[config.mk]
export PLATFORM = sky130hd
export DESIGN_NAME = tcc_channel
export DESIGN_NICKNAME = d
export VERILOG_FILES = /design/src/verilog/tcc_pkg.sv /design/src/verilog/tcc_channel.sv /design/src/verilog/tcc_sync_edge.sv /design/src/verilog/tcc_out_ctl.sv
export SDC_FILE = /design/constraint.sdc
export NUM_CORES = 1
export LEC_CHECK = 0
export BUFFER_PORTS_ARGS = -buffer_cell sky130_fd_sc_hd__buf_2
export CELL_PAD_IN_SITES_DETAIL_PLACEMENT = 0
export CELL_PAD_IN_SITES_GLOBAL_PLACEMENT = 1
export CORE_AREA = 3 3 132 134
export CTS_BUF_LIST = sky130_fd_sc_hd__clkbuf_4 sky130_fd_sc_hd__clkbuf_8
export DETAILED_ROUTE_END_ITERATION = 6
export DIE_AREA = 0 0 135 137
export PLACE_DENSITY = 0.88
export SYNTH_ARGS = -nofsm -noshare
export SYNTH_HDL_FRONTEND = slang
export SYNTH_SLANG_ARGS = --single-unit
[constraint.sdc]
create_clock -name clk -period 6.35 [get_ports clk]
set_input_delay 0.9525 -clock clk [delete_from_list [all_inputs] [get_ports clk]]
set_output_delay 0.9525 -clock clk [all_outputs]
set_load 0.005 [all_outputs]
[src/verilog/tcc_pkg.sv]
// Constants, field layout and types for the timer capture/waveform channel
//
// Function
// - Mode bit selects capture or waveform; capture makes both lines inputs.
// - Waveform drives line A always, line B unless it is the event line.
// - Any trigger resets the counter and starts the counting clock.
// - Writing the soft trigger bit in the control word triggers the channel.
// - Block simultaneous trigger input behaves exactly like a software trigger.
// - With C-match trigger enabled, counter equal to reg_c triggers, both modes.
// - Capture: select line A or B and edge for external trigger; zero disables.
// - A trigger takes effect at the next active counting edge.
// - Capture: line A edges chosen per register load reg_a or reg_b.
// - reg_a loads only if unloaded since trigger or reg_b loaded since.
// - reg_b loads only if reg_a loaded since trigger or last reg_b load.
// - Reloading before read sets load overrun and overwrites the value.
// - Capture status: C match, wrap, overrun, A loaded, B loaded, external trigger.
// - Status flags set on event and all clear when status is read; a flag whose event falls in the read cycle stays set.
// - Waveform: A, B, C are compare values steering the two lines.
// - Waveform: C match halts or disables the counting clock when selected.
// - Waveform: select event line and edge; zero edge means no event.
// - Event line zero picks line B; B then undriven, waveform on A only.
// - With event trigger enabled, each detected event is a trigger.
// - Per-line action fields set, clear or toggle on each output event.
// - Coinciding events apply only the highest priority action.
// - Waveform status: A, B, C matches, wrap, external triggers.
// - 16-bit counter increments per counting edge; FFFF to 0 sets wrap.
// - Start and stop have no effect while the counting clock is disabled.
package tcc_pkg;

  // Register byte offsets
  localparam logic [7:0] TCC_OFF_CTRL     = 8'h00;
  localparam logic [7:0] TCC_OFF_MODE     = 8'h04;
  localparam logic [7:0] TCC_OFF_COUNT    = 8'h10;
  localparam logic [7:0] TCC_OFF_REG_A    = 8'h14;
  localparam logic [7:0] TCC_OFF_REG_B    = 8'h18;
  localparam logic [7:0] TCC_OFF_REG_C    = 8'h1c;
  localparam logic [7:0] TCC_OFF_STATUS   = 8'h20;

  // Reset values and last count before wrap
  localparam logic [31:0] TCC_MODE_RESET  = 32'h0000_0000;
  localparam logic [15:0] TCC_VALUE_RESET = 16'h0000;
  localparam logic [15:0] TCC_COUNT_LAST  = 16'hffff;

  // Control word bits
  localparam int TCC_CTRL_CLK_EN          = 0;
  localparam int TCC_CTRL_CLK_DIS         = 1;
  localparam int TCC_CTRL_SOFT_TRIG       = 2;

  // Mode word fields common to both modes
  localparam int TCC_MODE_C_TRIG          = 14;
  localparam int TCC_MODE_WAVE            = 15;
  // Capture mode fields
  localparam int TCC_MODE_TRIG_EDGE_LO    = 8;
  localparam int TCC_MODE_TRIG_LINE       = 10;
  localparam int TCC_MODE_LOAD_A_LO       = 16;
  localparam int TCC_MODE_LOAD_B_LO       = 18;
  // Waveform mode fields
  localparam int TCC_MODE_C_HALT          = 6;
  localparam int TCC_MODE_C_CLK_OFF       = 7;
  localparam int TCC_MODE_EVT_EDGE_LO     = 8;
  localparam int TCC_MODE_EVT_LINE_LO     = 10;
  localparam int TCC_MODE_EVT_TRIG        = 12;
  localparam int TCC_MODE_A_ON_A_LO       = 16;
  localparam int TCC_MODE_A_ON_C_LO       = 18;
  localparam int TCC_MODE_A_ON_EVT_LO     = 20;
  localparam int TCC_MODE_A_ON_SOFT_LO    = 22;
  localparam int TCC_MODE_B_ON_B_LO       = 24;
  localparam int TCC_MODE_B_ON_C_LO       = 26;
  localparam int TCC_MODE_B_ON_EVT_LO     = 28;
  localparam int TCC_MODE_B_ON_SOFT_LO    = 30;

  // Status word bits
  localparam int TCC_ST_WRAP              = 0;
  localparam int TCC_ST_OVERRUN           = 1;
  localparam int TCC_ST_A_MATCH           = 2;
  localparam int TCC_ST_B_MATCH           = 3;
  localparam int TCC_ST_C_MATCH           = 4;
  localparam int TCC_ST_A_LOADED          = 5;
  localparam int TCC_ST_B_LOADED          = 6;
  localparam int TCC_ST_EXT_TRIG          = 7;
  localparam int TCC_ST_CLK_ENABLED       = 16;

  // Synchronised input line indices
  localparam int TCC_LN_A                 = 0;
  localparam int TCC_LN_B                 = 1;
  localparam int TCC_LN_X0                = 2;
  localparam int TCC_LN_X1                = 3;
  localparam int TCC_LN_X2                = 4;
  localparam int TCC_LINES                = 5;

  // Output action encoding
  typedef enum logic [1:0] {
    TCC_ACT_NONE   = 2'b00,
    TCC_ACT_SET    = 2'b01,
    TCC_ACT_CLEAR  = 2'b10,
    TCC_ACT_TOGGLE = 2'b11
  } tcc_action_type;

  // Edge selection encoding
  typedef enum logic [1:0] {
    TCC_EDGE_NONE  = 2'b00,
    TCC_EDGE_RISE  = 2'b01,
    TCC_EDGE_FALL  = 2'b10,
    TCC_EDGE_BOTH  = 2'b11
  } tcc_edge_type;

  // Waveform event line selection
  typedef enum logic [1:0] {
    TCC_EVT_LINE_B = 2'b00,
    TCC_EVT_X0     = 2'b01,
    TCC_EVT_X1     = 2'b10,
    TCC_EVT_X2     = 2'b11
  } tcc_evt_line_type;

endpackage : tcc_pkg

[src/verilog/tcc_channel.sv]
// Timer channel top: counter, triggers, capture loads, compares, status
`timescale 1ns/10ps
module tcc_channel
  import tcc_pkg::*;
(
  input  wire logic        clk,
  input  wire logic        rst_b,
  input  wire logic [7:0]  addr,
  input  wire logic [31:0] wr_data,
  input  wire logic        wr_strobe,
  input  wire logic        rd_strobe,
  output logic      [31:0] rd_data,
  input  wire logic        count_edge,
  input  wire logic        block_simul_trigger,
  input  wire logic        io_line_a_in,
  output logic             io_line_a_out,
  output logic             io_line_a_oe_b,
  input  wire logic        io_line_b_in,
  output logic             io_line_b_out,
  output logic             io_line_b_oe_b,
  input  wire logic        ext_clk_0,
  input  wire logic        ext_clk_1,
  input  wire logic        ext_clk_2
);

  // Software visible state, with internal run, trigger and load flags
  logic [31:0] mode_reg;
  logic [15:0] count_reg;
  logic [15:0] reg_a_reg;
  logic [15:0] reg_b_reg;
  logic [15:0] reg_c_reg;
  logic        clk_enabled_reg;
  logic        running_reg;
  logic        trig_pending_reg;
  logic        a_done_reg;
  logic        a_unread_reg;
  logic        b_unread_reg;
  logic [7:0]  status_reg;
  logic [7:0]  status_next;

  // Decoded mode fields
  logic             wave;
  logic             c_match_trigger_en;
  logic             capture_trig_line_sel;
  tcc_edge_type     capture_trig_edge;
  tcc_edge_type     load_a_edge;
  tcc_edge_type     load_b_edge;
  logic             c_match_halt;
  logic             c_match_clk_off;
  tcc_edge_type     event_edge;
  tcc_evt_line_type event_line_sel;
  logic             event_trig_en;

  // Bus strobes
  logic wr_ctrl;
  logic wr_mode;
  logic rd_status;
  logic rd_reg_a;
  logic rd_reg_b;
  logic soft_trigger_cmd;
  logic clk_en_cmd;
  logic clk_dis_cmd;

  // Event terms
  logic [TCC_LINES-1:0] rise;
  logic [TCC_LINES-1:0] fall;
  logic        count_step;
  logic [15:0] count_next;
  logic        wrap_ev;
  logic        match_a;
  logic        match_b;
  logic        match_c;
  logic        ext_cap_ev;
  logic        ext_evt_ev;
  logic        ext_ev;
  logic        trig_soft;
  logic        trig_any;
  logic        load_a;
  logic        load_b;
  logic        c_stop;
  logic        c_off;
  logic        drive_b;
  logic        level_a;
  logic        level_b;

  assign wave                  = mode_reg[TCC_MODE_WAVE];
  assign c_match_trigger_en    = mode_reg[TCC_MODE_C_TRIG];
  assign capture_trig_line_sel = mode_reg[TCC_MODE_TRIG_LINE];
  assign capture_trig_edge     = tcc_edge_type'(mode_reg[TCC_MODE_TRIG_EDGE_LO +: 2]);
  assign load_a_edge           = tcc_edge_type'(mode_reg[TCC_MODE_LOAD_A_LO +: 2]);
  assign load_b_edge           = tcc_edge_type'(mode_reg[TCC_MODE_LOAD_B_LO +: 2]);
  assign c_match_halt          = mode_reg[TCC_MODE_C_HALT];
  assign c_match_clk_off       = mode_reg[TCC_MODE_C_CLK_OFF];
  assign event_edge            = tcc_edge_type'(mode_reg[TCC_MODE_EVT_EDGE_LO +: 2]);
  assign event_line_sel        = tcc_evt_line_type'(mode_reg[TCC_MODE_EVT_LINE_LO +: 2]);
  assign event_trig_en         = mode_reg[TCC_MODE_EVT_TRIG];

  // Edge filter shared by every edge selection field
  function automatic logic edge_hit(input tcc_edge_type sel, input logic r, input logic f);
    logic hit;
    hit = 1'b0;
    unique case (sel)
      TCC_EDGE_NONE: hit = 1'b0;
      TCC_EDGE_RISE: hit = r;
      TCC_EDGE_FALL: hit = f;
      TCC_EDGE_BOTH: hit = r | f;
    endcase
    return hit;
  endfunction : edge_hit

  // Register access decode
  assign wr_ctrl          = wr_strobe && (addr == TCC_OFF_CTRL);
  assign wr_mode          = wr_strobe && (addr == TCC_OFF_MODE);
  assign rd_status        = rd_strobe && (addr == TCC_OFF_STATUS);
  assign rd_reg_a         = rd_strobe && (addr == TCC_OFF_REG_A);
  assign rd_reg_b         = rd_strobe && (addr == TCC_OFF_REG_B);
  assign soft_trigger_cmd = wr_ctrl && wr_data[TCC_CTRL_SOFT_TRIG];
  assign clk_en_cmd       = wr_ctrl && wr_data[TCC_CTRL_CLK_EN];
  assign clk_dis_cmd      = wr_ctrl && wr_data[TCC_CTRL_CLK_DIS];

  // All external lines cross into the master clock here
  tcc_sync_edge #(
    .WIDTH (TCC_LINES)
  ) u_sync (
    .clk     (clk),
    .rst_b   (rst_b),
    .line_in ({ext_clk_2, ext_clk_1, ext_clk_0, io_line_b_in, io_line_a_in}),
    .rise    (rise),
    .fall    (fall)
  );

  // Counter step: a pending trigger turns the next active edge into a clear
  assign count_step = count_edge && running_reg;
  assign count_next = trig_pending_reg ? TCC_VALUE_RESET : 16'(count_reg + 16'h0001);
  assign wrap_ev    = count_step && !trig_pending_reg && (count_reg == TCC_COUNT_LAST);

  // Compares are judged on the value the counter is about to take
  assign match_c = count_step && (count_next == reg_c_reg);
  assign match_a = count_step && wave && (count_next == reg_a_reg);
  assign match_b = count_step && wave && (count_next == reg_b_reg);

  // Capture external trigger on the chosen line
  always_comb begin
    if (capture_trig_line_sel) begin
      ext_cap_ev = !wave && edge_hit(capture_trig_edge, rise[TCC_LN_A], fall[TCC_LN_A]);
    end else begin
      ext_cap_ev = !wave && edge_hit(capture_trig_edge, rise[TCC_LN_B], fall[TCC_LN_B]);
    end
  end

  // Waveform external event on the chosen line
  always_comb begin
    unique case (event_line_sel)
      TCC_EVT_LINE_B: ext_evt_ev = edge_hit(event_edge, rise[TCC_LN_B], fall[TCC_LN_B]);
      TCC_EVT_X0:     ext_evt_ev = edge_hit(event_edge, rise[TCC_LN_X0], fall[TCC_LN_X0]);
      TCC_EVT_X1:     ext_evt_ev = edge_hit(event_edge, rise[TCC_LN_X1], fall[TCC_LN_X1]);
      TCC_EVT_X2:     ext_evt_ev = edge_hit(event_edge, rise[TCC_LN_X2], fall[TCC_LN_X2]);
    endcase
  end

  assign ext_ev = wave ? ext_evt_ev : ext_cap_ev;

  // Trigger sources merged; the block input counts as a software trigger
  assign trig_soft = soft_trigger_cmd || block_simul_trigger;
  assign trig_any  = trig_soft
                  || (match_c && c_match_trigger_en)
                  || ext_cap_ev
                  || (wave && ext_evt_ev && event_trig_en);

  // Waveform stop terms from the C compare
  assign c_stop = wave && match_c && c_match_halt;
  assign c_off  = wave && match_c && c_match_clk_off;

  // Capture loads, alternating A then B between triggers
  assign load_a = !wave && !a_done_reg
               && edge_hit(load_a_edge, rise[TCC_LN_A], fall[TCC_LN_A]);
  assign load_b = !wave && a_done_reg
               && edge_hit(load_b_edge, rise[TCC_LN_A], fall[TCC_LN_A]);

  // Mode word
  always_ff @(posedge clk or negedge rst_b) begin
    if (!rst_b) begin
      mode_reg <= TCC_MODE_RESET;
    end else if (wr_mode) begin
      mode_reg <= wr_data;
    end
  end

  // Clock enable: disable beats enable, as does a C match with clock off
  always_ff @(posedge clk or negedge rst_b) begin
    if (!rst_b) begin
      clk_enabled_reg <= 1'b0;
    end else if (clk_dis_cmd || c_off) begin
      clk_enabled_reg <= 1'b0;
    end else if (clk_en_cmd) begin
      clk_enabled_reg <= 1'b1;
    end
  end

  // Start and stop act only while enabled, an enable in the same write included; stop beats start
  always_ff @(posedge clk or negedge rst_b) begin
    if (!rst_b) begin
      running_reg <= 1'b0;
    end else if ((!clk_enabled_reg && !clk_en_cmd) || clk_dis_cmd || c_off) begin
      running_reg <= 1'b0;
    end else if (c_stop) begin
      running_reg <= 1'b0;
    end else if (trig_any) begin
      running_reg <= 1'b1;
    end
  end

  // Pending trigger waits for the next counting edge; a new one wins
  always_ff @(posedge clk or negedge rst_b) begin
    if (!rst_b) begin
      trig_pending_reg <= 1'b0;
    end else begin
      trig_pending_reg <= trig_any || (trig_pending_reg && !count_step);
    end
  end

  // Counter
  always_ff @(posedge clk or negedge rst_b) begin
    if (!rst_b) begin
      count_reg <= TCC_VALUE_RESET;
    end else if (count_step) begin
      count_reg <= count_next;
    end
  end

  // Load sequencing; a trigger rearms reg_a
  always_ff @(posedge clk or negedge rst_b) begin
    if (!rst_b) begin
      a_done_reg <= 1'b0;
    end else if (trig_any) begin
      a_done_reg <= 1'b0;
    end else if (load_a) begin
      a_done_reg <= 1'b1;
    end else if (load_b) begin
      a_done_reg <= 1'b0;
    end
  end

  // Unread tracking for overrun; a load in the read cycle keeps it set
  always_ff @(posedge clk or negedge rst_b) begin
    if (!rst_b) begin
      a_unread_reg <= 1'b0;
      b_unread_reg <= 1'b0;
    end else begin
      a_unread_reg <= load_a || (a_unread_reg && !rd_reg_a);
      b_unread_reg <= load_b || (b_unread_reg && !rd_reg_b);
    end
  end

  // Compare and capture registers; A and B are writable only in waveform
  always_ff @(posedge clk or negedge rst_b) begin
    if (!rst_b) begin
      reg_a_reg <= TCC_VALUE_RESET;
      reg_b_reg <= TCC_VALUE_RESET;
      reg_c_reg <= TCC_VALUE_RESET;
    end else begin
      if (load_a) begin
        reg_a_reg <= count_reg;
      end else if (wave && wr_strobe && (addr == TCC_OFF_REG_A)) begin
        reg_a_reg <= wr_data[15:0];
      end
      if (load_b) begin
        reg_b_reg <= count_reg;
      end else if (wave && wr_strobe && (addr == TCC_OFF_REG_B)) begin
        reg_b_reg <= wr_data[15:0];
      end
      if (wr_strobe && (addr == TCC_OFF_REG_C)) begin
        reg_c_reg <= wr_data[15:0];
      end
    end
  end

  // Status events; flags meaningful in the other mode stay quiet
  always_comb begin
    status_next = '0;
    status_next[TCC_ST_WRAP]     = wrap_ev;
    status_next[TCC_ST_OVERRUN]  = (load_a && a_unread_reg) || (load_b && b_unread_reg);
    status_next[TCC_ST_A_MATCH]  = match_a;
    status_next[TCC_ST_B_MATCH]  = match_b;
    status_next[TCC_ST_C_MATCH]  = match_c;
    status_next[TCC_ST_A_LOADED] = load_a;
    status_next[TCC_ST_B_LOADED] = load_b;
    status_next[TCC_ST_EXT_TRIG] = ext_ev;
  end

  // Sticky flags; an event in the read cycle survives the clear
  always_ff @(posedge clk or negedge rst_b) begin
    if (!rst_b) begin
      status_reg <= '0;
    end else if (rd_status) begin
      status_reg <= status_next;
    end else begin
      status_reg <= status_reg | status_next;
    end
  end

  // Read data one cycle after the strobe; unmapped addresses read zero
  always_ff @(posedge clk or negedge rst_b) begin
    if (!rst_b) begin
      rd_data <= '0;
    end else if (rd_strobe) begin
      unique case (addr)
        TCC_OFF_MODE:   rd_data <= mode_reg;
        TCC_OFF_COUNT:  rd_data <= {16'h0000, count_reg};
        TCC_OFF_REG_A:  rd_data <= {16'h0000, reg_a_reg};
        TCC_OFF_REG_B:  rd_data <= {16'h0000, reg_b_reg};
        TCC_OFF_REG_C:  rd_data <= {16'h0000, reg_c_reg};
        TCC_OFF_STATUS: rd_data <= {15'h0000, clk_enabled_reg, 8'h00, status_reg};
        default:        rd_data <= '0;
      endcase
    end else begin
      rd_data <= '0;
    end
  end

  // Line B is an output only in waveform and when not the event line
  assign drive_b = wave && (event_line_sel != TCC_EVT_LINE_B);

  // Line A waveform
  tcc_out_ctl u_out_a (
    .clk      (clk),
    .rst_b    (rst_b),
    .active   (wave),
    .ev_soft  (trig_soft),
    .ev_ext   (ext_evt_ev),
    .ev_c     (match_c),
    .ev_own   (match_a),
    .act_soft (tcc_action_type'(mode_reg[TCC_MODE_A_ON_SOFT_LO +: 2])),
    .act_ext  (tcc_action_type'(mode_reg[TCC_MODE_A_ON_EVT_LO +: 2])),
    .act_c    (tcc_action_type'(mode_reg[TCC_MODE_A_ON_C_LO +: 2])),
    .act_own  (tcc_action_type'(mode_reg[TCC_MODE_A_ON_A_LO +: 2])),
    .level    (level_a)
  );

  // Line B waveform; the event on B itself never drives B
  tcc_out_ctl u_out_b (
    .clk      (clk),
    .rst_b    (rst_b),
    .active   (drive_b),
    .ev_soft  (trig_soft),
    .ev_ext   (ext_evt_ev),
    .ev_c     (match_c),
    .ev_own   (match_b),
    .act_soft (tcc_action_type'(mode_reg[TCC_MODE_B_ON_SOFT_LO +: 2])),
    .act_ext  (tcc_action_type'(mode_reg[TCC_MODE_B_ON_EVT_LO +: 2])),
    .act_c    (tcc_action_type'(mode_reg[TCC_MODE_B_ON_C_LO +: 2])),
    .act_own  (tcc_action_type'(mode_reg[TCC_MODE_B_ON_B_LO +: 2])),
    .level    (level_b)
  );

  // Pin outputs from flip-flops; enables low while driving
  always_ff @(posedge clk or negedge rst_b) begin
    if (!rst_b) begin
      io_line_a_out  <= 1'b0;
      io_line_a_oe_b <= 1'b1;
      io_line_b_out  <= 1'b0;
      io_line_b_oe_b <= 1'b1;
    end else begin
      io_line_a_out  <= level_a;
      io_line_a_oe_b <= !wave;
      io_line_b_out  <= level_b;
      io_line_b_oe_b <= !drive_b;
    end
  end

endmodule : tcc_channel

[src/verilog/tcc_sync_edge.sv]
// Two-flop synchroniser with rise and fall detection for a group of lines
`timescale 1ns/10ps
module tcc_sync_edge #(
  parameter int WIDTH = 5
) (
  input  wire logic             clk,
  input  wire logic             rst_b,
  input  wire logic [WIDTH-1:0] line_in,
  output logic      [WIDTH-1:0] rise,
  output logic      [WIDTH-1:0] fall
);
  import tcc_pkg::*;

  logic [WIDTH-1:0] meta_reg;
  logic [WIDTH-1:0] sync_reg;
  logic [WIDTH-1:0] prev_reg;
  logic [2:0]       warm_reg;

  // Only sync_reg reads meta_reg; edges come from the settled stages
  always_ff @(posedge clk or negedge rst_b) begin
    if (!rst_b) begin
      meta_reg <= '0;
      sync_reg <= '0;
      prev_reg <= '0;
      warm_reg <= '0;
    end else begin
      warm_reg <= {warm_reg[1:0], 1'b1};
      meta_reg <= line_in;
      sync_reg <= meta_reg;
      prev_reg <= sync_reg;
    end
  end

  // Edge pulses, masked until the stages fill, so a high idle pin gives no false rise
  assign rise = sync_reg & ~prev_reg & {WIDTH{warm_reg[2]}};
  assign fall = ~sync_reg & prev_reg & {WIDTH{warm_reg[2]}};

endmodule : tcc_sync_edge

[src/verilog/tcc_out_ctl.sv]
// Output level controller for one waveform line with prioritised actions
`timescale 1ns/10ps
module tcc_out_ctl (
  input  wire logic           clk,
  input  wire logic           rst_b,
  input  wire logic           active,
  input  wire logic           ev_soft,
  input  wire logic           ev_ext,
  input  wire logic           ev_c,
  input  wire logic           ev_own,
  input  wire tcc_pkg::tcc_action_type act_soft,
  input  wire tcc_pkg::tcc_action_type act_ext,
  input  wire tcc_pkg::tcc_action_type act_c,
  input  wire tcc_pkg::tcc_action_type act_own,
  output logic                level
);
  import tcc_pkg::*;

  tcc_action_type act_sel;

  // Highest priority event wins, lower ones are dropped
  always_comb begin
    if (ev_soft) begin
      act_sel = act_soft;
    end else if (ev_ext) begin
      act_sel = act_ext;
    end else if (ev_c) begin
      act_sel = act_c;
    end else if (ev_own) begin
      act_sel = act_own;
    end else begin
      act_sel = TCC_ACT_NONE;
    end
  end

  // Level held while inactive so a mode switch keeps the last waveform value
  always_ff @(posedge clk or negedge rst_b) begin
    if (!rst_b) begin
      level <= 1'b0;
    end else if (active) begin
      unique case (act_sel)
        TCC_ACT_NONE:   level <= level;
        TCC_ACT_SET:    level <= 1'b1;
        TCC_ACT_CLEAR:  level <= 1'b0;
        TCC_ACT_TOGGLE: level <= ~level;
      endcase
    end
  end

endmodule : tcc_out_ctl

# Yosys cells after proc, flatten, opt, wreduce, memory -nomap -nowiden
# Index checks and enable logic that the tools add are counted.
# word_totals
output_inout_bits,36
elab_cells,179
regBits,166
# classes
n_mux,38
n_reduce_logical,73
n_bitwise,16
eq_ne,28
add_sub_neg,1
# ops
cell,n
$pmux W32 S6,1
$mux W16,5
$eq A16 B16 Y1,3
$logic_and A1 B1 Y1,38
$eq A8 B5 Y1 const B,4
$mux W32,1
$pmux W1 S4,8
$eq A2 B2 Y1 const B,12
$and A5 B5 Y5,4
$add A16 B1 Y16 const B,1
$eq A16 B16 Y1 const B,1
$mux W2,8
$eq A2 B1 Y1 const B,6
$logic_not A2 Y1,6
$mux W1,12
$logic_or A1 B1 Y1,11
$not A5 Y5,2
$logic_not A1 Y1,9
$eq A8 B3 Y1 const B,1
$eq A8 B6 Y1 const B,1
$logic_not A8 Y1,1
$mux W8,1
$or A8 B8 Y8,1
$reduce_bool A2 Y1,4
5 further kinds,15

# Logic depth before layout (Yosys ltp)
# Gate-level depths: netlist of run 1.
# depth
word_depth,13
mapped_depth,12
mapped_depth_nobuf,10

# Cells and area by module
# Synthesis of run 1 repeated with hierarchy kept, for this count alone.
# hier_totals
hier_cells,789
area_unflattened_um2,8554.5
# by_module_without_submodules
mod,cells_per_inst,area_each_um2,instances
tcc_channel,732,7764.9,1
tcc_sync_edge,29,541.8,1
tcc_out_ctl,14,123.9,2

# Worst setup path after synthesis of run 1
# OpenSTA, ideal clock, no wires.
# synth_timing
path_kind,register to register
start,register count_reg[1]
end,register u_out_a.level
path_buffers,0
slack_ns,3.426
arrival_time_ns,2.803
setup_ns,0.120
required_ns,6.230
stages_incl_launch_ff,10
path_cell_list,dfrtp_1 ha_1 nand2_2 nor4_2 mux2i_1 xor2_1 nand4_1 or4_1 a31o_1 o211a_1
# synth_between
elab_chain_len,11
# synth_lines
item,line_no,rtl
from (decl),tcc_channel.sv:28,logic [15:0] count_reg;
from (signal assigned),tcc_channel.sv:227,count_reg <= count_next;
$add A16 B1 Y16 *,tcc_channel.sv:134,assign count_next = trig_pending_reg ? TCC_VALUE_RESET : 16'(count_reg + 16'h0001);
$mux W16 *,tcc_channel.sv:134,
$eq A16 B16 Y1,tcc_channel.sv:139,assign match_a = count_step && wave && (count_next == reg_a_reg);
$logic_and A1 B1 Y1,tcc_channel.sv:139,
$mux W2,tcc_out_ctl.sv:29,end else if (ev_own) begin
$mux W2 *,tcc_out_ctl.sv:27,end else if (ev_c) begin
$mux W2 *,tcc_out_ctl.sv:25,end else if (ev_ext) begin
$mux W2 *,tcc_out_ctl.sv:23,if (ev_soft) begin
"parallel branches: the longest is 3 deep, another holds $pmux W1 S3",--,
to (signal assigned),tcc_out_ctl.sv:42,TCC_ACT_NONE: level <= level;
to (signal assigned),tcc_out_ctl.sv:45,TCC_ACT_TOGGLE: level <= ~level;
to (decl),tcc_out_ctl.sv:15,output logic level
# Every way passes the cells marked *.
# A chain may end at the register's enable or synchronous reset.

# Worst setup path after layout of run 1
# layout_timing
start,register count_reg[2]
end,register u_out_b.level
# layout_between
elab_chain_len,11
# layout_lines
item,line_no,rtl
$add A16 B1 Y16 *,tcc_channel.sv:134,
$mux W16 *,tcc_channel.sv:134,
$eq A16 B16 Y1,tcc_channel.sv:140,assign match_b = count_step && wave && (count_next == reg_b_reg);
$logic_and A1 B1 Y1,tcc_channel.sv:140,
$mux W2,tcc_out_ctl.sv:29,
$mux W2 *,tcc_out_ctl.sv:27,
$mux W2 *,tcc_out_ctl.sv:25,
$mux W2 *,tcc_out_ctl.sv:23,
"parallel branches: the longest is 3 deep, another holds $pmux W1 S3",--,
to (signal assigned),tcc_out_ctl.sv:42,
to (signal assigned),tcc_out_ctl.sv:45,
to (decl),tcc_out_ctl.sv:15,
# Marks and branches as above.

==> flow_summary.yaml, run 1 <==
floorplan:
  die-area_sq_mm: 0.01850
  core_area_sq_mm: 0.01641
  start_util_pct: 51.66
  ioPinCount: 87
  die_w_microns: 135
  rows: 47
  dieHeight_microns: 137
critical_path:
  worstPathMaxFanout: 13
  startpoint_type: "flip-flop"
  critical_path_buf_inv_count: 0
  critPathMaxStageDelay_ns: 0.67
  path_class: "flip-flop to flip-flop"
  cp_slowest_cell: "mux2i_1"
  reg2reg_from: "count_reg[2]"
  crit_chain: "nand3_1 -> nor4_1 -> mux2i_1 -> xor2_1 -> nand4_1 -> nor4_2 -> a21oi_1 -> a221o_1"
  rr_worst_depth: 8
  crit_cells: 8
  cpLargestDelayFamily: "simple AND/OR/NAND/NOR gates"
  critPathRequiredTime_ns: 6.71
  arrival_ns: 4.20
  cp-end-kind: "flip-flop"
  regToRegEndpoint: "u_out_b.level"
  r2r_slack_ns: 2.51
logic_synthesis:
  seq_area_frac_synth_pct: 49.04
  async_flop_share_pct: 100.0
  synth_cell_type_count: 71
  avgSynthCellArea_sq_um: 10.14
  synth_area_leaders: "dfrtp_1 (48%), mux2_2 (6.5%), mux2i_1 (4.5%), nand2_1 (4.2%), a21oi_1 (3.0%)"
  ys.flop_type: "dfrtp_1"
  synth_edf_count: 0
  netlist_area_sq_mm: 0.008476
  postSynthNetCount: 888
  yosysTopAreaCell: "dfrtp_1"
  synth_top_area_share_pct: 48.42
  ys_ff_latch: 166
  yosysWarnings: 0
  syn-instance-count: 836
clock_network:
  cts_buffers: 17
  clk_pin_slew_worst_paths_ns: 0.10
  postCtsSetupBuffers: 0
  clk_path_buf_depth: 2
  hold_buffers: 0
  cts-root-buf: "clkbuf_8"
  clock_sinks: 166
  cts_tree: "yes"
  h-tree-depth: 4
  post_cts_resized: 0
  clock_latency_ns: 0.48
timing:
  rsz0062_at_grt: "no"
  period_share_pct: 60.47
  max_slew_margin_pct: 28.60
  finalHoldViolCount: 0
  slew_violations: 0
  worst-slew-pin-transition_ns: 1.071
  setup_violations: 0
  fmax_mhz: 260.4
  finalSetupTns_ns: 0
  period_minus_slack_ns: 3.840
  finalClockSkew_ns: 0.01531
status:
  status: "finished, final reports clean"
hold_path:
  hold_end: "u_sync.sync_reg[1]"
  min_from: "u_sync.meta_reg[1]"
  min_path_type: "flip-flop to flip-flop"
  whs_path_depth: 0
global_route:
  antenna_found_initial: 0
  grt_pass1_wl_mm: 37.44
  overflow: 0
  grt_pass1_vias: 6720
  grt_usage_pct: 26.35
  grt_max_degree: 117
layout:
  nets: 949
  fin_util_pct: 57.66
  post_route_cells_drive_above_1_share_pct: 22.20
  final.fill_count: 1433
  final_cells: 1130
  num_antenna_cells: 0
  areaGrowthSynthToFinish_pct: 11.62
detailed_routing:
  wl_mm: 23.78
  first_iter_violations: 687
  viasPerCell: 6.134
  vias: 6931
  dr.pass1.iters: 6
  drcViolationCount: 0
  final_antenna_net_count: 0
  routedWlPerCell_microns: 21.04
power:
  peakVddDrop_uv: 183.0
  cellPowerDensity_mw_per_mm2: 235.8
  p_total_mw: 2.231
  cellLeakagePower_nw: 4.343
place:
  portBuffers: 86
  placedCellCount: 1098
  place.gp.congestion: 0.9285
  place_hpwl_mm: 16.62
run:
  drv_cap: 0
==> layout make-up <==
class | instances | area (sq um) | share of cell area, %
multi-input cells | 602 | 4068 | 43.00
clock buffers | 18 | 247.7 | 2.619
clock inverters | 14 | 148.9 | 1.574
flip-flops and latches | 166 | 4156 | 43.94
inverters | 14 | 52.55 | 0.5555
well taps | 220 | 275.3 | 2.910
repair buffers | 96 | 511.7 | 5.409
==> cells in the final DEF, fill, tap and decap left out, drive strengths merged, types with 3 or more instances in the layout <==
cell and count:
or4 7, mux2i 40, and2 3, a31o 3
nor3 19, clkinv 5, a21oi 53, or3 3
xor2 20, o31ai 5, a31oi 6, xnor2 20
dfrtp 164, nand3 17, o21ai 39, inv 22
a21o 9, nand4 17, and3 20, nor2b 10
a22oi 19, clkbuf 18, mux2 49, buf 96
a221oi 8, nand2 96, o31a 3, nor4 15
a2111oi 5, nor2 67, nand3b 3, a222oi 9
o211ai 5
==> per-stage QoR <==
stage / instance area [sq um] / setup WS, ns / hold slack, ns
floorplan: 8476 / 3.426 / 0.3312
global placement: 9064 / 2.728 / 0.3315
detailed placement: 9064 / 2.594 / 0.3347
CTS: 9460 / 2.575 / 0.3578
global route: 9460 / 2.149 / 0.3670
finish: 9460 / 2.510 / 0.3558
==> synth_stat cells (3+ instances only) <==
master	n
buf_1	5
dfrtp_1	164
a21o_1	9
a31oi_1	6
buf_4	3
and2_1	3
nand4_1	16
a22oi_1	19
xor2_1	20
nand3_1	16
o211ai_1	5
a21oi_1	51
nand3b_1	3
nor2b_1	10
inv_1	12
mux2_2	49
a2111oi_0	4
clkbuf_1	36
o21ai_2	3
o21ai_0	33
o31a_1	3
nand2_1	95
or3_1	3
a221oi_1	8
o21ai_1	3
o31ai_1	5
a222oi_1	9
buf_2	10
nor2_1	67
nor4_1	11
nor3_1	19
xnor2_1	20
or4_1	5
mux2i_1	38
and3_1	20
nor4_2	3
==> logic make-up (layout without fill, tap and decap cells) <==
group	after synthesis	after routing	synth area share, %
compound gates	186	186	14.97
simple gates	285	285	16.84
other cells	1	1	0.04424
mux	89	89	11.53
flops	166	166	49.04
xor+xnor	40	40	4.133
buf+inv	68	142	3.292
fa+ha+maj	1	1	0.1476
==> worst max-delay path by stage <==
| stage | startpoint | endpoint |
|---|---|---|
| final | count_reg[2] | u_out_b.level |
| after global placement | count_reg[2] | u_out_a.level |
| after CTS | count_reg[2] | u_out_b.level |
| after detailed placement | count_reg[2] | u_out_a.level |
| after floorplan | count_reg[1] | u_out_a.level |
| after global routing | count_reg[2] | u_out_a.level |
==> where the power goes <==
| group | switching [mW] | internal (mW) | total [mW] |
|---|---|---|---|
| logic | 0.137 | 0.101 | 0.239 |
| registers | 0.101 | 1.12 | 1.22 |
| clock network | 0.462 | 0.307 | 0.768 |
==> worst reg2reg max path, cell delays in order (launching register included) <==
cell and delay, ns:
dfrtp_1 0.65, nand3_1 0.47, nor4_1 0.43, mux2i_1 0.67, xor2_1 0.20, nand4_1 0.16, nor4_2 0.66, a21oi_1 0.16
a221o_1 0.32
==> layer usage <==
metal	GRT usage, %	share of wire, %
met5	0	0
met4	7.223	1.6
met3	5.294	6.3
met2	41.33	47
met1	37.58	46
No activity file was read; power rests on OpenSTA's default activity.
==> run 2, diff against run 1 <==
- CORE_AREA: 3 3 132 134 -> 3 3 145 147
- DIE_AREA: 0 0 135 137 -> 0 0 148 150
- PLACE_DENSITY: 0.88 -> 0.78
- clock period: 6.35 -> 3.08 ns (I/O delays scaled with it)
==> run 2 against run 1 <==
Effect of this change:
- the run now ends with negative hold slack left
- critical path depth up 3
- worst setup slack worse by 2.4 ns
- clock-buffer cell count unchanged
- maximum frequency up 29%
- sequential share of layout area down 3.6 points
- largest cell class is now multi-input combinational cells
- largest power group unchanged
==> flow_summary.yaml, run 2 (synthesis gave the netlist of run 1 again) <==
status:
  status: "complete, but fails checks"
  violations: "negative hold slack"
critical_path:
  cp-end-kind: "flip-flop"
  critPathRequiredTime_ns: 3.44
  arrival_ns: 3.35
  worstPathMaxFanout: 5
  startpoint_type: "flip-flop"
  path_class: "flip-flop to flip-flop"
detailed_routing:
  first_iter_violations: 775
  wl_met3_mm: 1.597
  final_antenna_net_count: 0
  routed.top_layer: "met4"
  wl_mm: 25.18
  viasPerCell: 5.713
  drcViolationCount: 0
  dr.pass1.iters: 6
  dr_wl_met2_mm: 11.66
  routedWlPerCell_microns: 20.03
  vias: 7181
  drt-met1-wl_mm: 11.45
clock_network:
  h-tree-depth: 4
  clk_path_buf_depth: 2
  cts_tree: "yes"
  clock_sinks: 166
  clk_pin_slew_worst_paths_ns: 0.10
  cts_buffers: 17
  hold_buffers: 0
  clock_latency_ns: 0.47
  cts-root-buf: "clkbuf_8"
place:
  dpl-instance-area_sq_mm: 0.009711
  place_hpwl_mm: 18.11
  place.gp.congestion: 0.9499
  portBuffers: 86
  placedCellCount: 1220
power:
  netSwitchingFraction_pct: 29.98
  p_total_mw: 4.802
  intPower_mw: 3.362
  peakVddDrop_uv: 270.9
  power_frac_comb_pct: 12.8
  clkPwrFrac_pct: 35.1
  pwr-share-seq_pct: 52.1
  cellPowerDensity_mw_per_mm2: 465.0
  cellLeakagePower_nw: 4.753
  p_switching_mw: 1.440
timing:
  period_share_pct: 96.92
  fin_hold_ws_ns: -0.003368
  max_slew_margin_pct: 43.26
  worst-slew-pin-transition_ns: 0.8511
  rsz0062_at_grt: "yes"
  fmax_mhz: 335.0
  setup_violations: 0
  slew_violations: 0
  finalClockSkew_ns: 0.01521
  period_minus_slack_ns: 2.985
  finalHoldViolCount: 4
layout:
  final.fill_count: 1847
  nets: 1026
  regArea_sq_mm: 0.004163
  final_cell_mix: "dfrtp_1 (159), nand2_1 (95), buf_2 (85), buf_4 (81), nor2_1 (67)"
  final_cells: 1257
  stdcell_area_sq_mm: 0.01033
  areaGrowthSynthToFinish_pct: 21.83
  num_antenna_cells: 0
  layout_commonest_cell: "dfrtp_1"
  post_route_cells_drive_above_1_share_pct: 30.50
  multiInputGateArea_sq_mm: 0.004194
floorplan:
  ioPinCount: 87
  die_w_microns: 148
  start_util_pct: 42.30
  die-area_sq_mm: 0.02220
  dieHeight_microns: 150
  core_area_sq_mm: 0.02004
  rows: 52
global_route:
  grt_usage_pct: 22.69
  overflow: 0
  grt_pass1_wl_mm: 39.20
  grt_max_degree: 80
  antenna_found_initial: 0
  grt_pass1_vias: 6895
hold_path:
  min_path_type: "primary input to asynchronous set/reset pin"
run:
  drv_cap: 0
==> run 2: changes by cell type in the layout (fill, tap and decap cells not counted), sizes merged <==
cell and change:
buf +77, bufinv +2, clkinv -1, clkinvlp +3, inv -4
==> run 2: worst max-delay path: stages, from the launching register on <==
cell	delay [ns]
dfrtp_2	0.45
ha_4	0.28
buf_6	0.13
nor4b_4	0.26
a31oi_1	0.06
o32a_1	0.20
nor3_2	0.16
nand4_1	0.15
or4_4	0.46
a2111oi_4	0.38
a31oi_1	0.14
o211a_1	0.21
==> run 2: path summary, 6_finish.rpt <==
path | cells after the start | slack [ns] | to | from
hold / removal | 1 | -0.003 | mode_reg[1] | rst_b
max in group asynchronous | 2 | 2.34 | mode_reg[9] | rst_b
min in group clk | 1 | 0.09 | u_sync.meta_reg[4] | ext_clk_2
setup reg to reg | 11 | 0.09 | u_out_a.level | count_reg[0]
setup / recovery | 11 | 0.09 | u_out_a.level | count_reg[0]
hold reg to reg | 0 | 0.36 | u_sync.warm_reg[1] | u_sync.warm_reg[0]
==> run 2: per-stage QoR <==
stage	TNS (ns)	worst slack (ns)	utilization, %
floorplan	0	0.1561	-
global placement	-0.1852	-0.1279	48.46
detailed placement	-0.1666	-0.1183	48.46
CTS	0	0.03010	50.82
global route	-0.08966	-0.06432	51.53
finish	0	0.09491	51.53
==> run 2: what timing repair did <==
action	4_1_cts	5_1_grt
setup endpoints to repair	3	4
resized for setup	8	24
pin swaps	1	7
setup buffers	1	4
==> run 2: power by group through the flow <==
stage	Combinational [mW]	Sequential (mW)	Clock [mW]
after floorplan	0.372	2.45	0
after global placement	0.574	2.53	0
after detailed placement	0.579	2.53	0
after CTS	0.586	2.49	1.72
after global routing	0.679	2.51	1.81
final	0.614	2.50	1.69
==> run 2: final cells by class <==
type / count / area share [%]
Tap cell: 270 / 3.272
Clock inverter: 14 / 1.842
Timing Repair Buffer: 173 / 11.11
Inverter: 14 / 0.5089
Clock buffer: 18 / 2.339
Multi-Input combinational cell: 602 / 40.62
Sequential cell: 166 / 40.31
==> run 2: metal layers <==
layer  GRT usage [%]  vias up
met3           3.634       34
met4           7.067        0
met5               0        -
li1                -     3321
met1           32.69     3509
met2           35.30      317
